<file path="config.mk">
export PLATFORM = sky130hd
export DESIGN_NAME = otp_prog_ctrl
export DESIGN_NICKNAME = d
export VERILOG_FILES = /design/src/common/prog_pkg.sv /design/src/otp_prog_ctrl.sv /design/src/skid_buf.sv
export SDC_FILE = /design/constraint.sdc
export NUM_CORES = 1
export LEC_CHECK = 0
export ABC_AREA = 1
export BUFFER_PORTS_ARGS = -buffer_cell sky130_fd_sc_hd__buf_2
export CELL_PAD_IN_SITES_DETAIL_PLACEMENT = 0
export CELL_PAD_IN_SITES_GLOBAL_PLACEMENT = 1
export CORE_MARGIN = 2
export CORE_UTILIZATION = 30
export CTS_BUF_LIST = sky130_fd_sc_hd__clkbuf_8
export DETAILED_ROUTE_END_ITERATION = 7
export PLACE_DENSITY_LB_ADDON = 0.12
export SYNTH_ARGS = -nofsm -noshare
export SYNTH_HDL_FRONTEND = slang
export SYNTH_SLANG_ARGS = --single-unit
export TNS_END_PERCENT = 1
</file>
<file path="constraint.sdc">
create_clock -name clock -period 8.35 [get_ports clock]
set_clock_uncertainty 0.2 [all_clocks]
set_input_delay 0.4175 -clock clock [delete_from_list [all_inputs] [get_ports clock]]
set_output_delay 0.4175 -clock clock [all_outputs]
set_load 0.02 [all_outputs]
</file>
<file path="src/common/prog_pkg.sv">
// Purpose : Constants and types for the one-time-programmable memory programmer
// Assumes : 100 MHz clock
// Notes   : Times in ns, counts derived from the clock period
package prog_pkg;
   localparam int          CLK_PERIOD_NS    = 10;
   localparam int          ADDR_W           = 18;
   localparam int          DATA_W           = 8;
   localparam int          PULSE_NS         = 100000;
   localparam int          PULSE_CYC        = PULSE_NS / CLK_PERIOD_NS;
   localparam int          SETUP_NS         = 2000;
   localparam int          SETUP_CYC        = (SETUP_NS + CLK_PERIOD_NS - 1) / CLK_PERIOD_NS;
   localparam int          MAX_PULSES       = 10;
   localparam int          CNT_W            = 24;
   localparam logic [ADDR_W-1:0] ADDR_FIRST = 18'h00000;
   localparam logic [ADDR_W-1:0] ADDR_LAST  = 18'h3FFFF;
   localparam logic [3:0]  PULSE_ZERO       = 4'h0;

   typedef enum logic [1:0] {
      SUP_NORMAL,
      SUP_PROGRAM,
      SUP_IDENT
   } supply_t;

   typedef enum logic [1:0] {
      RES_NONE,
      RES_PASS,
      RES_FAIL
   } result_t;
endpackage

</file>
<file path="src/otp_prog_ctrl.sv">
// Purpose : Programmer that burns, verifies and checks an OTP byte memory
// Assumes : Source bytes arrive in address order, once per pass
// Notes   : Supplies are requested through supply_sel; levels are outside
//
// Function
// - Strobe pulse 100 us, within 95..105 us
// - Start with address at first location
// - Raise supplies to programming levels first
// - First pass: one pulse per address
// - Verify loop, re-pulse up to ten times
// - Ten failed re-pulses: stop, device failed
// - Verified byte advances to next address
// - After verify, lower supplies to normal
// - Final read at normal supply, pass/fail
// - Identification: other lines low, line nine high-voltage
`timescale 1ns/1ps
module otp_prog_ctrl
   import prog_pkg::*;
#(
   parameter int PULSE_CYCLES = PULSE_CYC,
   parameter int SETUP_CYCLES = SETUP_CYC,
   parameter int LAST_ADDR    = ADDR_LAST
) (
   input  wire logic              clock,
   input  wire logic              rst_b,
   input  wire logic              start,
   input  wire logic              id_start,
   input  wire logic              src_valid,
   output logic                   src_ready,
   input  wire logic [DATA_W-1:0] src_data,
   output logic                   src_rewind,
   output logic [ADDR_W-1:0]      addr,
   output logic                   id_byte_select_bit,
   output logic                   id_mode_address_line,
   output logic [DATA_W-1:0]      data_out,
   output logic                   data_oe,
   input  wire logic [DATA_W-1:0] data_outputs,
   output logic                   chip_enable_n,
   output logic                   output_enable_n,
   output logic                   program_strobe_n,
   output supply_t                supply_sel,
   output logic                   busy,
   output result_t                result,
   output logic [DATA_W-1:0]      mfr_code,
   output logic [DATA_W-1:0]      dev_code,
   output logic                   id_done
);
   typedef enum logic [3:0] {
      S_IDLE, S_RAMP, S_LOAD, S_PULSE, S_VERIFY, S_CHECK,
      S_DROP, S_READ, S_IDREAD, S_DONE
   } state_t;
   typedef enum logic [1:0] { P_BURN, P_VERIFY, P_FINAL } phase_t;

   // ----------------------------------------
   // Reset and input synchronisers
   // ----------------------------------------
   logic              rst_s1, rst_n_sync;
   logic [DATA_W-1:0] din_s1, din_s2;

   always_ff @(posedge clock or negedge rst_b) begin
      if (!rst_b) begin
         rst_s1     <= 1'b0;
         rst_n_sync <= 1'b0;
      end else begin
         rst_s1     <= 1'b1;
         rst_n_sync <= rst_s1;
      end
   end

   // Pin data from an unclocked device
   always_ff @(posedge clock or negedge rst_n_sync) begin
      if (!rst_n_sync) begin
         din_s1 <= 8'h00;
         din_s2 <= 8'h00;
      end else begin
         din_s1 <= data_outputs;
         din_s2 <= din_s1;
      end
   end

   // ----------------------------------------
   // Source buffer
   // ----------------------------------------
   logic              buf_valid;
   logic              buf_ready;
   logic [DATA_W-1:0] buf_data;

   skid_buf #(.W(DATA_W)) u_buf (
      .clock      (clock),
      .rst_n_sync (rst_n_sync),
      .in_valid   (src_valid),
      .in_ready   (src_ready),
      .in_data    (src_data),
      .out_valid  (buf_valid),
      .out_ready  (buf_ready),
      .out_data   (buf_data)
   );

   // ----------------------------------------
   // Sequencer
   // ----------------------------------------
   state_t            st_r;
   phase_t            ph_r;
   logic [CNT_W-1:0]  tmr_r;
   logic [3:0]        npulse_r;
   logic [DATA_W-1:0] byte_r;
   logic              fail_r;
   logic              last_addr;
   logic              tmr_zero;

   assign last_addr = (addr == LAST_ADDR[ADDR_W-1:0]);
   assign tmr_zero  = (tmr_r == '0);
   assign buf_ready = (st_r == S_LOAD) || (st_r == S_READ && tmr_zero);
   assign busy      = (st_r != S_IDLE) && (st_r != S_DONE);

   function automatic logic [CNT_W-1:0] cyc(input int n);
      cyc = n[CNT_W-1:0] - 1'b1;
   endfunction

   always_ff @(posedge clock or negedge rst_n_sync) begin
      if (!rst_n_sync) begin
         st_r       <= S_IDLE;
         ph_r       <= P_BURN;
         tmr_r      <= '0;
         npulse_r   <= PULSE_ZERO;
         byte_r     <= 8'h00;
         fail_r     <= 1'b0;
         addr       <= ADDR_FIRST;
         supply_sel <= SUP_NORMAL;
         result     <= RES_NONE;
         src_rewind <= 1'b0;
         mfr_code   <= 8'h00;
         dev_code   <= 8'h00;
         id_done    <= 1'b0;
      end else begin
         src_rewind <= 1'b0;
         id_done    <= 1'b0;
         if (!tmr_zero) begin
            tmr_r <= tmr_r - 1'b1;
         end
         case (st_r)
            S_IDLE, S_DONE: begin
               if (start) begin
                  addr       <= ADDR_FIRST;
                  supply_sel <= SUP_PROGRAM;
                  ph_r       <= P_BURN;
                  fail_r     <= 1'b0;
                  result     <= RES_NONE;
                  tmr_r      <= cyc(SETUP_CYCLES);
                  st_r       <= S_RAMP;
               end else if (id_start) begin
                  addr       <= ADDR_FIRST;
                  supply_sel <= SUP_IDENT;
                  tmr_r      <= cyc(SETUP_CYCLES);
                  st_r       <= S_IDREAD;
               end
            end
            S_RAMP: begin
               if (tmr_zero) begin
                  st_r <= S_LOAD;
               end
            end
            S_LOAD: begin
               if (buf_valid) begin
                  byte_r   <= buf_data;
                  npulse_r <= PULSE_ZERO;
                  tmr_r    <= cyc(SETUP_CYCLES);
                  st_r     <= (ph_r == P_BURN) ? S_PULSE : S_VERIFY;
               end
            end
            S_PULSE: begin
               // Setup time counted first, then the 100 us pulse
               if (tmr_zero) begin
                  if (program_strobe_n) begin
                     tmr_r <= cyc(PULSE_CYCLES);
                  end else begin
                     tmr_r    <= cyc(SETUP_CYCLES);
                     npulse_r <= (ph_r == P_BURN) ? npulse_r : npulse_r + 4'h1;
                     if (ph_r == P_BURN) begin
                        if (last_addr) begin
                           addr       <= ADDR_FIRST;
                           ph_r       <= P_VERIFY;
                           src_rewind <= 1'b1;
                        end else begin
                           addr <= addr + 1'b1;
                        end
                        st_r <= S_LOAD;
                     end else begin
                        st_r <= S_VERIFY;
                     end
                  end
               end
            end
            S_VERIFY: begin
               // Setup count alone before compare; the two sync stages fall inside it
               if (tmr_zero) begin
                  st_r <= S_CHECK;
               end
            end
            S_CHECK: begin
               tmr_r <= cyc(SETUP_CYCLES);
               if (din_s2 == byte_r) begin
                  if (last_addr) begin
                     addr       <= ADDR_FIRST;
                     supply_sel <= SUP_NORMAL;
                     ph_r       <= P_FINAL;
                     src_rewind <= 1'b1;
                     st_r       <= S_DROP;
                  end else begin
                     addr <= addr + 1'b1;
                     st_r <= S_LOAD;
                  end
               end else if (npulse_r == MAX_PULSES[3:0]) begin
                  supply_sel <= SUP_NORMAL;
                  result     <= RES_FAIL;
                  st_r       <= S_DONE;
               end else begin
                  st_r <= S_PULSE;
               end
            end
            S_DROP: begin
               // Fresh setup count, else the first read compares stale pins
               if (tmr_zero) begin
                  tmr_r <= cyc(SETUP_CYCLES);
                  st_r  <= S_READ;
               end
            end
            S_READ: begin
               // Source byte popped from the buffer at the compare
               if (tmr_zero && buf_valid) begin
                  if (din_s2 != buf_data) begin
                     fail_r <= 1'b1;
                  end
                  tmr_r <= cyc(SETUP_CYCLES);
                  if (last_addr) begin
                     result <= (fail_r || din_s2 != buf_data) ? RES_FAIL : RES_PASS;
                     st_r   <= S_DONE;
                  end else begin
                     addr <= addr + 1'b1;
                  end
               end
            end
            S_IDREAD: begin
               if (tmr_zero) begin
                  if (addr[0]) begin
                     dev_code   <= din_s2;
                     supply_sel <= SUP_NORMAL;
                     id_done    <= 1'b1;
                     addr       <= ADDR_FIRST;
                     st_r       <= S_DONE;
                  end else begin
                     mfr_code <= din_s2;
                     addr     <= addr + 1'b1;
                     tmr_r    <= cyc(SETUP_CYCLES);
                  end
               end
            end
            default: begin
               st_r <= S_IDLE;
            end
         endcase
      end
   end

   // ----------------------------------------
   // Pin drive
   // ----------------------------------------
   logic pulse_on;
   logic read_on;
   logic pin_prog;

   assign pulse_on = (st_r == S_PULSE) && (program_strobe_n == 1'b0 || tmr_zero);
   assign read_on  = (st_r == S_VERIFY) || (st_r == S_CHECK) ||
                     (st_r == S_READ) || (st_r == S_IDREAD);
   assign pin_prog = (st_r == S_PULSE);

   // Strobe registered so its width is exactly the counted time
   always_ff @(posedge clock or negedge rst_n_sync) begin
      if (!rst_n_sync) begin
         program_strobe_n <= 1'b1;
         chip_enable_n    <= 1'b1;
         output_enable_n  <= 1'b1;
         data_oe          <= 1'b0;
         data_out         <= 8'h00;
      end else begin
         program_strobe_n <= !(pulse_on && !(program_strobe_n == 1'b0 && tmr_zero));
         chip_enable_n    <= !(pin_prog || read_on);
         output_enable_n  <= !read_on;
         data_oe          <= pin_prog;
         data_out         <= byte_r;
      end
   end

   assign id_byte_select_bit   = addr[0];
   assign id_mode_address_line = (st_r == S_IDREAD);
endmodule

</file>
<file path="src/skid_buf.sv">
// Purpose : Two-entry valid/ready buffer
// Assumes : Single clock, active-low synchronous-released reset
// Notes   : Stall on the drain side holds both words
`timescale 1ns/1ps
module skid_buf #(
   parameter int W = 8
) (
   input  wire logic         clock,
   input  wire logic         rst_n_sync,
   input  wire logic         in_valid,
   output logic              in_ready,
   input  wire logic [W-1:0] in_data,
   output logic              out_valid,
   input  wire logic         out_ready,
   output logic [W-1:0]      out_data
);
   logic [W-1:0] mem_r [2];
   logic         wp_r;
   logic         rp_r;
   logic [1:0]   cnt_r;
   logic         push;
   logic         pop;

   assign in_ready  = (cnt_r != 2'h2);
   assign out_valid = (cnt_r != 2'h0);
   assign out_data  = mem_r[rp_r];
   assign push      = in_valid && in_ready;
   assign pop       = out_valid && out_ready;

   always_ff @(posedge clock) begin
      if (push) begin
         mem_r[wp_r] <= in_data;
      end
   end

   always_ff @(posedge clock or negedge rst_n_sync) begin
      if (!rst_n_sync) begin
         wp_r  <= 1'b0;
         rp_r  <= 1'b0;
         cnt_r <= 2'h0;
      end else begin
         if (push) begin
            wp_r <= ~wp_r;
         end
         if (pop) begin
            rp_r <= ~rp_r;
         end
         cnt_r <= cnt_r + {1'b0, push} - {1'b0, pop};
      end
   end
endmodule

</file>
==> metrics.txt, run 1 <==
Synthesized Nets between 900 and 1000; DRC viols 0; cell taking the most area after synthesis dfrtp_1; highest clock rate between 300 and 400 MHz; Finished Core Util a little over a third; post-CTS resize count 0; global-route wire length before repair roughly 34000 um; Crit-path slowest cell nor2_2; ratio of cells with drive above 1 in the final layout 13.80%; max incr delay on CP 790 ps; Total Routed Length 20710 um; Setup Crit Path Kind register to register; Critical Path End Type register; root buf cell clkbuf_8; PwrDens 295.8 nW/um^2; Final min period 3148 ps; predominant post-synthesis flop cell dfrtp_1; worst ir drop on vdd between 0.00015 and 0.0002 V; final worst path period share between 30% and 40%; Starting Density 30.32%; Ys Warns 0; Synth Cell Area 7053 um^2; RSZ-0062 raised after global routing false; ys async rst share 87.97%; mean routed wirelength per cell between 15 and 20 um; IO buf count 76; Syn Area/Cell 7.633 um^2; Post-CTS Setup Inserts 0; # IOs 77; #FFs+latches synth approximately 130; drt pass-1 iters 7; Sink Count 133; crit start category register; Leak Pwr ~4.4 nW; Chip Width 157.3 um; Rel. slew slack 33.37%; initial antenna violation count 0; DIE AREA 24750 um^2; Clock transition at path regs 100 ps; total track usage 17.80%; synth top area cells dfrtp_1 40%, nand2_1 16%, edfxtp_1 6.8%; post-synthesis cell count 924; placer congestion estimate between 0.8 and 0.9; reg2reg setup slack between 5000 and 6000 ps; Reg2Reg Depth 11; CP Max Fanout 19; Core Area 23260 um^2; Vias/cell 4.556; Least-Margin Pin Slew between 900 and 1000 ps; clock buffer depth 2; die height 157.3 um; layout net count 1052; Synth top area share 40.45%; count of final setup violators 0; TritonCTS clock tree built; dpl hpwl 15210 um; unique cell type count in the Yosys netlist 43; Placement Setup Slack 5201 ps; Post-synth EDFFs 16; count leader, synth nand2_1; Top cell by count, worst path nand2_1; H-tree levels 4; number of nets with antenna violations after routing 0; Worst-Skew Late Latency 470 ps; grt total ovfl 0; WP data arrival about 3300 ps; worst hold path class input port to asynchronous set/reset pin; hold buffers post-CTS 17; num rows 56; ANT cells 0; Pins Over Slew Limit 0; status completed; final hold vios 0; register area share after synthesis 48.38%; fillers 2527; Req. time, crit path 8500 ps; Max-cap violations 0; Initial DRC Count 308; CTS Buf Count 17; setup ws final 5202 ps; largest net degree at the start of global routing 72; area grow syn2layout 18.66%; critical path, cell by cell ha_1, nand2_1, nor2_1, nand2_1, nor2_1, nand3_1, nor2_1, nor2_2, nand2_4, nand2_1, nand2_1; Synth top cells by count 310 x nand2_1, 116 x nor2_1, 114 x dfrtp_1; setup TNS after final layout 0 ps; vias in the first global route 6164; via count 6174
## metrics by stage
stage	area, um^2	cells	hold WS (ps)	power, mW
floorplan	7053	924	-78.09	1.582
global placement	7766	1306	6.129	1.894
detailed placement	7766	1306	6.630	1.885
CTS	8369	1355	11.74	2.512
global route	8369	1355	20.84	2.676
finish	8369	1355	42.92	2.476
## registers in the layout, indices dropped and copies added (netlist names), 2 cells and up
signal	flops
mfr_code	8
result	2
ph_r	2
data_out	8
addr	18
byte_r	8
npulse_r	4
u_buf.cnt_r	2
supply_sel	2
st_r	4
tmr_r	24
dev_code	8
din_s1	8
din_s2	8
u_buf.mem_r	16
## cell type report
type / instances / area [um^2] / share of cell area (%)
Multi-Input combinational cell: 675 / 3181 / 38.00
Tap cell: 319 / 399.1 / 4.769
Inverter: 102 / 382.9 / 4.575
Sequential cell: 133 / 3416 / 40.81
Timing Repair Buffer: 94 / 558.0 / 6.668
Clock inverter: 15 / 198.9 / 2.377
Clock buffer: 17 / 234.0 / 2.796
## cell families after synthesis
family,after synthesis,share of synthesized area [%]
xor+xnor,30,3.725
other cells,1,0.05317
flops,133,48.38
buf+inv,116,6.528
simple gates,568,34.52
fa+ha+maj,8,1.419
compound gates,68,5.375
## placed cells by master, fill, tap and decap left out, types with 2 or more instances in the layout
master         instances
nand2_2                5
xor2_1                18
inv_6                  6
o21ai_0               39
nor3_1                 5
nand4_1               22
nand3b_1               3
inv_8                  4
clkbuf_8              17
nor2_1               116
nand3_1               85
xnor2_1               12
clkinv_8               2
o21bai_1               2
dlygate4sd3_1         17
nor4_1                 2
a31o_2                 2
ha_1                   8
dfstp_2                3
o211ai_1               6
buf_2                 76
dfrtp_1              113
nor2_2                 8
nor2_4                 2
edfxtp_1              16
a21oi_1               13
o31ai_1                2
inv_2                  7
inv_1                 94
bufinv_16              2
nand2_1              310
nand2_4                2
and2_1                 2
## critical path: cells and delay by family, from the launching register on
kind                     cells  cell delay, ps
flip-flops                   1             520
adder cells (fa/ha/maj)      1             310
AND/OR/NAND/NOR             10            2000
## power breakdown
group | internal (mW) | switching (mW) | total, mW
clock network | 0.284 | 0.325 | 0.609
logic | 0.274 | 0.727 | 1.00
registers | 0.775 | 0.0897 | 0.865
## per-layer routing
metal	routed length, um	GRT usage, %
met1	9989	24.56
met5	0	0
met4	353	5.584
met2	9594	28.32
met3	768	3.249
## final timing paths
path	start	endpoint
setup reg to reg	addr[0]	addr[0]
min in group clock	start	supply_sel[1]
max in group asynchronous	rst_n_sync	st_r[2]
hold / removal	rst_b	rst_n_sync
hold reg to reg	rst_n_sync	addr[14]
setup / recovery	addr[0]	addr[0]
Note: power is estimated with default switching activity, not from simulation.
==> inputs of run 2 (changes only) <==
--- a/config.mk
+++ b/config.mk
@@ -5,7 +5,7 @@
 export SDC_FILE = /design/constraint.sdc
 export NUM_CORES = 1
 export LEC_CHECK = 0
-export ABC_AREA = 1
+export ABC_AREA = 0
 export BUFFER_PORTS_ARGS = -buffer_cell sky130_fd_sc_hd__buf_2
 export CELL_PAD_IN_SITES_DETAIL_PLACEMENT = 0
 export CELL_PAD_IN_SITES_GLOBAL_PLACEMENT = 1
==> constraint.sdc (replaced) <==
create_clock -name clock -period 3.17 [get_ports clock]
set_clock_uncertainty 0.2 [all_clocks]
set_input_delay 0.1585 -clock clock [delete_from_list [all_inputs] [get_ports clock]]
set_output_delay 0.1585 -clock clock [all_outputs]
set_load 0.02 [all_outputs]
==> metrics.txt, run 2 <==
status finished with violations; failing checks negative setup slack; dpl hpwl 12270 um; Top cell by count, worst path buf_4; Max-cap violations 0; Pins Over Slew Limit 0; drt pass-1 iters 7; worst hold path class register to asynchronous set/reset pin; area of the multi-input gates a little under 3000 um^2; Total Routed Length approximately 17000 um; DRC viols 0; Sw Pwr 2.631 mW; CP bufs+invs 11; clock buffer depth 2; Req. time, crit path 3340 ps; Sw Ratio between 30% and 40%; DIE AREA roughly 22000 um^2; reg2reg setup slack -100 ps; worst ir drop on vdd about 0.00035 V; commonest non-fill, non-tap cell in the layout dfrtp_1; global-route wire length before repair 28260 um; mean routed wirelength per cell between 15 and 20 um; synth top area cells dfrtp_1 45%, edfxtp_1 7.6%, nor2_1 4.3%; biggest regs tmr_r: 24 flops, addr: 18 flops, u_buf.mem_r: 16 flops; unique cell type count in the Yosys netlist 63; Clock transition at path regs 100 ps; ratio of cells with drive above 1 in the final layout 32.50%; RSZ-0062 raised after global routing true; critical path, cell by cell or4_4, or4_4, nor4_4, buf_4, buf_4, buf_4, buf_4, buf_4, buf_4, buf_4, buf_6, buf_4, buf_4, buf_4, a22oi_2, nor2_2; max incr delay on CP between 600 and 700 ps; #FFs+latches synth between 100 and 150; # IOs 77; Crit-path slowest cell or4_4; cell area after layout 8451 um^2; root buf cell clkbuf_8; register area share after synthesis 54.17%; Sink Count approximately 130; initial antenna violation count 0; fillers 2066; post-synthesis cell count 607; placed inst area 7511 um^2; H-tree levels 4; Clk pwr share 23.7%; Ys Warns 0; Cell Int Power 3.994 mW; Synth top area share 45.29%; Setup Crit Path Kind register to register; predominant post-synthesis flop cell dfrtp_1; count of final setup violators 17; Synth Cell Area between 6000 and 7000 um^2; final worst path period share 103.1%; Critical Path End Type register; delay-heaviest family, CP simple AND/OR/NAND/NOR gates; Initial DRC Count 353; layout net count 816; CTS Buf Count 17; Finished Core Util approximately two fifths; total track usage between 10% and 20%; Vias/cell 4.937; Flop pwr share between 30% and 40%; WP data arrival 3440 ps; Core Area approximately 21000 um^2; Synthesized Nets 636; Leak Pwr 3.856 nW; placer congestion estimate ~0.83; ys async rst share 87.97%; number of nets with antenna violations after routing 0; Reg2Reg Depth 16; flip-flop and latch area 3416 um^2; Post-synth EDFFs 16; Least-Margin Pin Slew between 800 and 900 ps; largest net degree at the start of global routing around 80; highest clock rate 305.9 MHz; num rows 53; crit start category register; setup ws final -98.57 ps; vias in the first global route 5351; Most flops, register tmr_r; area grow syn2layout 34.17%; Syn Area/Cell 10.38 um^2; Final min period 3269 ps; Synth top cells by count 114 x dfrtp_1, 72 x nor2_1, 55 x nand2_1; grt total ovfl 0; combinational share of power 40.9%; max reg flops 24; cell taking the most area after synthesis dfrtp_1; count leader, synth dfrtp_1; die height ~150 um; Worst R2R End src_rewind; R2R Path Start tmr_r[20]; PwrDens 784.0 nW/um^2; IO buf count 76; Worst-Skew Late Latency 450 ps; final hold vios 0; Rel. slew slack 40.08%; via count 5307; TritonCTS clock tree built; Chip Width between 100 and 150 um; Starting Density 30.25%; most frequent cells in the layout 113 x dfrtp_1, 81 x buf_4, 76 x buf_2; ANT cells 0; CP Max Fanout 5
## run 2: worst register-to-register path, cell delays in order, from the launching register on
cell	delay, ps
dfrtp_1	380
or4_4	540
or4_4	610
nor4_4	220
buf_4	160
buf_4	90
buf_4	90
buf_4	90
buf_4	90
buf_4	90
buf_4	100
buf_6	80
buf_4	90
buf_4	90
buf_4	90
a22oi_2	40
nor2_2	140
## run 2: kinds of logic (layout without fill, tap and decap cells)
group	count (synthesis)	in the layout	share of synthesized area, %
AO/OA/AOI/OAI	125	125	12.52
XOR/XNOR	41	41	5.701
adder cells (fa/ha/maj)	9	9	1.748
buffers and inverters	39	232	2.642
flip-flops	133	133	54.17
multiplexers	32	32	5.503
other	1	1	0.05954
AND/OR/NAND/NOR	227	227	17.66
## run 2: worst max-delay path by stage
| stage | cells past startpoint | slack (ps) | endpoint | start |
|---|---|---|---|---|
| global route | 12 | -210 | tmr_r[0] | tmr_r[20] |
| CTS | 7 | -60 | addr[12] | tmr_r[19] |
| finish | 16 | -100 | src_rewind | tmr_r[20] |
| global placement | 10 | -500 | addr[12] | tmr_r[0] |
| floorplan | 11 | -330 | addr[12] | tmr_r[0] |
| detailed placement | 10 | -560 | addr[15] | tmr_r[0] |
## run 2: layer usage
metal,wire (um),track usage (%),vias to the layer above
met2,8181,25.94,147
met3,738,3.119,23
li1,-,-,2530
met4,310,5.762,0
met5,0,0,-
met1,8034,22.51,2607
## run 2: area by class of cell
type                            instances  area share (%)
Clock buffer                           17           2.769
Tap cell                              275           4.072
Timing Repair Buffer                  185           15.37
Multi-Input combinational cell        435           34.29
Clock inverter                         15           2.413
Sequential cell                       133           40.42
Inverter                               15          0.6663
## run 2: stage by stage
stage          TNS, ps  hold slack (ps)  power [mW]  setup slack [ps]  instances
2_1_floorplan    -7350           -337.1       3.846            -331.9        607
3_3_place_gp    -15220           -255.1       4.850            -496.8       1009
3_5_place_dp    -17450           -253.6       4.866            -555.5       1009
4_1_cts         -850.8            100.9       6.670            -57.44       1075
5_1_grt          -4582            111.2       7.087            -208.1       1075
6_report        -698.2            95.54       6.625            -98.57       1075
## run 2: power by group through the flow
stage	combinational, mW	sequential [mW]	clock (mW)
6_report	2.71	2.35	1.57
5_1_grt	2.98	2.41	1.71
4_1_cts	2.68	2.35	1.64
3_5_place_dp	2.49	2.37	0
3_3_place_gp	2.48	2.37	0
2_1_floorplan	1.38	2.47	0
## run 2: timing repair
action / CTS / global route
pin swaps: 18 / 4
hold endpoints to repair: 31 / 0
setup buffers: 12 / 0
setup endpoints to repair: 58 / 46
cloned: 1 / 0
gates resized for setup: 44 / 15
hold buffers: 21 / 0
==> inputs of run 3 (changes only) <==
--- a/config.mk
+++ b/config.mk
@@ -14,7 +14,9 @@
 export CTS_BUF_LIST = sky130_fd_sc_hd__clkbuf_8
 export DETAILED_ROUTE_END_ITERATION = 7
 export PLACE_DENSITY_LB_ADDON = 0.12
+export SKIP_LAST_GASP = 1
 export SYNTH_ARGS = -nofsm -noshare
 export SYNTH_HDL_FRONTEND = slang
+export SYNTH_HIERARCHICAL = 1
 export SYNTH_SLANG_ARGS = --single-unit
 export TNS_END_PERCENT = 1
==> metrics.txt, run 3 <==
Initial DRC Count 244; unique cell type count in the Yosys netlist slightly below 80; final worst path period share between 90% and 100%; CP bufs+invs 2; count leader, synth dfrtp_1; Worst-Skew Late Latency 460 ps; worst hold path class input port to register; area grow syn2layout 23.75%; Most flops, register tmr_r; DRC viols 0; Final min period 3015 ps; fin cells 1027; Total Routed Length between 15000 and 20000 um; Sw Pwr 2.553 mW; Sw Ratio between 40 and 50%; RSZ-0062 raised after global routing false; Hold Slack roughly 140 ps; commonest non-fill, non-tap cell in the layout dfrtp_1; root buf cell clkbuf_8; global-route wire length before repair 29730 um; layout net count approximately 760; Synth top cells by count 114 x dfrtp_1, 56 x nor2_1, 46 x nand2_1; die height 151.8 um; CTS Buf Count 17; biggest regs tmr_r: 24 flops, addr: 18 flops, u_buf/mem_r: 16 flops; placed inst area 7460 um^2; predominant post-synthesis flop cell dfrtp_1; ys async rst share between 80% and 90%; Max-cap violations 0; Clk pwr share 24.8%; CP Max Fanout 8; synth top area cells dfrtp_1 44%, edfxtp_1 7.3%, mux2_2 4.1%; cell taking the most area after synthesis dfrtp_1; Cell Int Power 3.744 mW; dpl hpwl 13450 um; Least-Margin Pin Slew a little under 1000 ps; Synthesized Nets 632; num rows 54; placer congestion estimate 0.8480; # IOs 77; Post-synth EDFFs 16; TritonCTS clock tree built; final hold vios 0; Synth top area share a little over two fifths; ANT cells 0; Setup Crit Path Kind register to register; mean routed wirelength per cell 17.86 um; H-tree levels 4; worst ir drop on vdd 0.0004588 V; total track usage 16.25%; number of nets with antenna violations after routing 0; critical path, cell by cell ha_1, nand4_1, or2_1, nor3_2, buf_4, nand2_1, a211o_1, a32o_1, dlygate4sd3_1; Finished Core Util 37.53%; max incr delay on CP ~550 ps; Pins Over Slew Limit 0; max reg flops 24; PwrDens 776.0 nW/um^2; WP data arrival 3140 ps; delay-heaviest family, CP buffers and inverters; most frequent cells in the layout 113 x dfrtp_1, 76 x buf_2, 56 x nor2_1; Crit-path slowest cell dlygate4sd3_1; setup ws final roughly 150 ps; Syn Area/Cell 10.87 um^2; Clock transition at path regs 90 ps; fillers ~2200; Sink Count about 130; Req. time, crit path ~3300 ps; Vias/cell 5.039; Starting Density a little over 30%; via count 5175; clock buffer depth 2; DIE AREA around 23000 um^2; ratio of cells with drive above 1 in the final layout 26.24%; placed insts 973; Rel. slew slack 34.95%; #FFs+latches synth 133; grt total ovfl 0; register area share after synthesis 52.03%; Core Area between 20000 and 25000 um^2; Placement Setup Slack 273.7 ps; crit start category register; vias in the first global route 5176; count of final setup violators 0; Chip Width between 150 and 200 um; setup TNS after final layout 0 ps; IO buf count 76; Tot Pwr 6.297 mW; largest net degree at the start of global routing between 50 and 60; drt pass-1 iters 5; Critical Path End Type register; post-CTS resize count 0; cell area after layout 8115 um^2; initial antenna violation count 0; combinational share of power 38.4%; Leak Pwr roughly 3.6 nW; Synth Cell Area ~6600 um^2; post-synthesis cell count around 600; highest clock rate roughly 330 MHz; Ys Warns 6; Flop pwr share 36.7%; status completed
## run 3: changes by cell type in the layout (fill, tap and decap cells not counted), moves of 5 or more
| cell | change |
|---|---|
| nand2_1 | -9 |
| mux2_1 | +12 |
| mux2i_1 | -9 |
| a221o_1 | +8 |
| nor3_2 | +6 |
| o31ai_1 | +7 |
| o311ai_2 | -5 |
| nand3_1 | +5 |
| a21oi_1 | -21 |
| nor2_1 | -15 |
| buf_4 | -47 |
| or2_2 | +5 |
## run 3: final timing paths
path                            cells after the start       startpoint            end  slack, ps
worst min register to register                      0        din_s1[7]      din_s2[7]        150
worst max-delay path                                9          addr[1]  supply_sel[1]        150
max in group asynchronous                           1       rst_n_sync        st_r[0]       1700
min in group asynchronous                           0       rst_n_sync        data_oe        220
worst min-delay path                                2  data_outputs[6]      din_s1[6]        140
worst max register to register                      9          addr[1]  supply_sel[1]        150
## run 3: routing by layer
| metal | track usage [%] | part of all wire [%] | routed length (um) |
|---|---|---|---|
| met5 | 0 | 0 | 0 |
| met4 | 4.361 | 0.92 | 168 |
| met3 | 3.822 | 5.5 | 1001 |
| met2 | 24.67 | 45 | 8302 |
| met1 | 23.32 | 48 | 8875 |
## run 3: logic make-up (layout without fill, tap and decap cells)
family | count (synthesis) | after routing | share of synthesized area, %
AO/OA/AOI/OAI | 116 | 116 | 12.75
AND/OR/NAND/NOR | 230 | 230 | 19.16
other | 1 | 1 | 0.05719
multiplexers | 38 | 38 | 6.487
adder cells (fa/ha/maj) | 10 | 10 | 1.832
XOR/XNOR | 42 | 42 | 5.610
buffers and inverters | 33 | 177 | 2.080
flip-flops | 133 | 133 | 52.03
## run 3: area by class of cell
class	instances	area [um^2]	share of cell area, %
clock buffers	17	234.0	2.883
multi-input cells	437	3009	37.08
well taps	280	350.3	4.317
inverters	13	48.80	0.6013
clock inverters	15	201.4	2.482
flip-flops and latches	133	3416	42.09
repair buffers	132	855.8	10.55
## run 3: what timing repair did
action	in CTS	in global routing
endpoints found under the hold margin	30	0
setup buffers	0	0
hold buffers	22	0
endpoints found under the setup margin	0	0
## run 3: power by group through the flow
stage / logic, mW / clock network [mW] / registers [mW]
2_1_floorplan: 1.56 / 0 / 2.39
3_3_place_gp: 2.42 / 0 / 2.34
3_5_place_dp: 2.40 / 0 / 2.34
4_1_cts: 2.45 / 1.63 / 2.32
5_1_grt: 2.69 / 1.70 / 2.37
6_report: 2.42 / 1.56 / 2.31
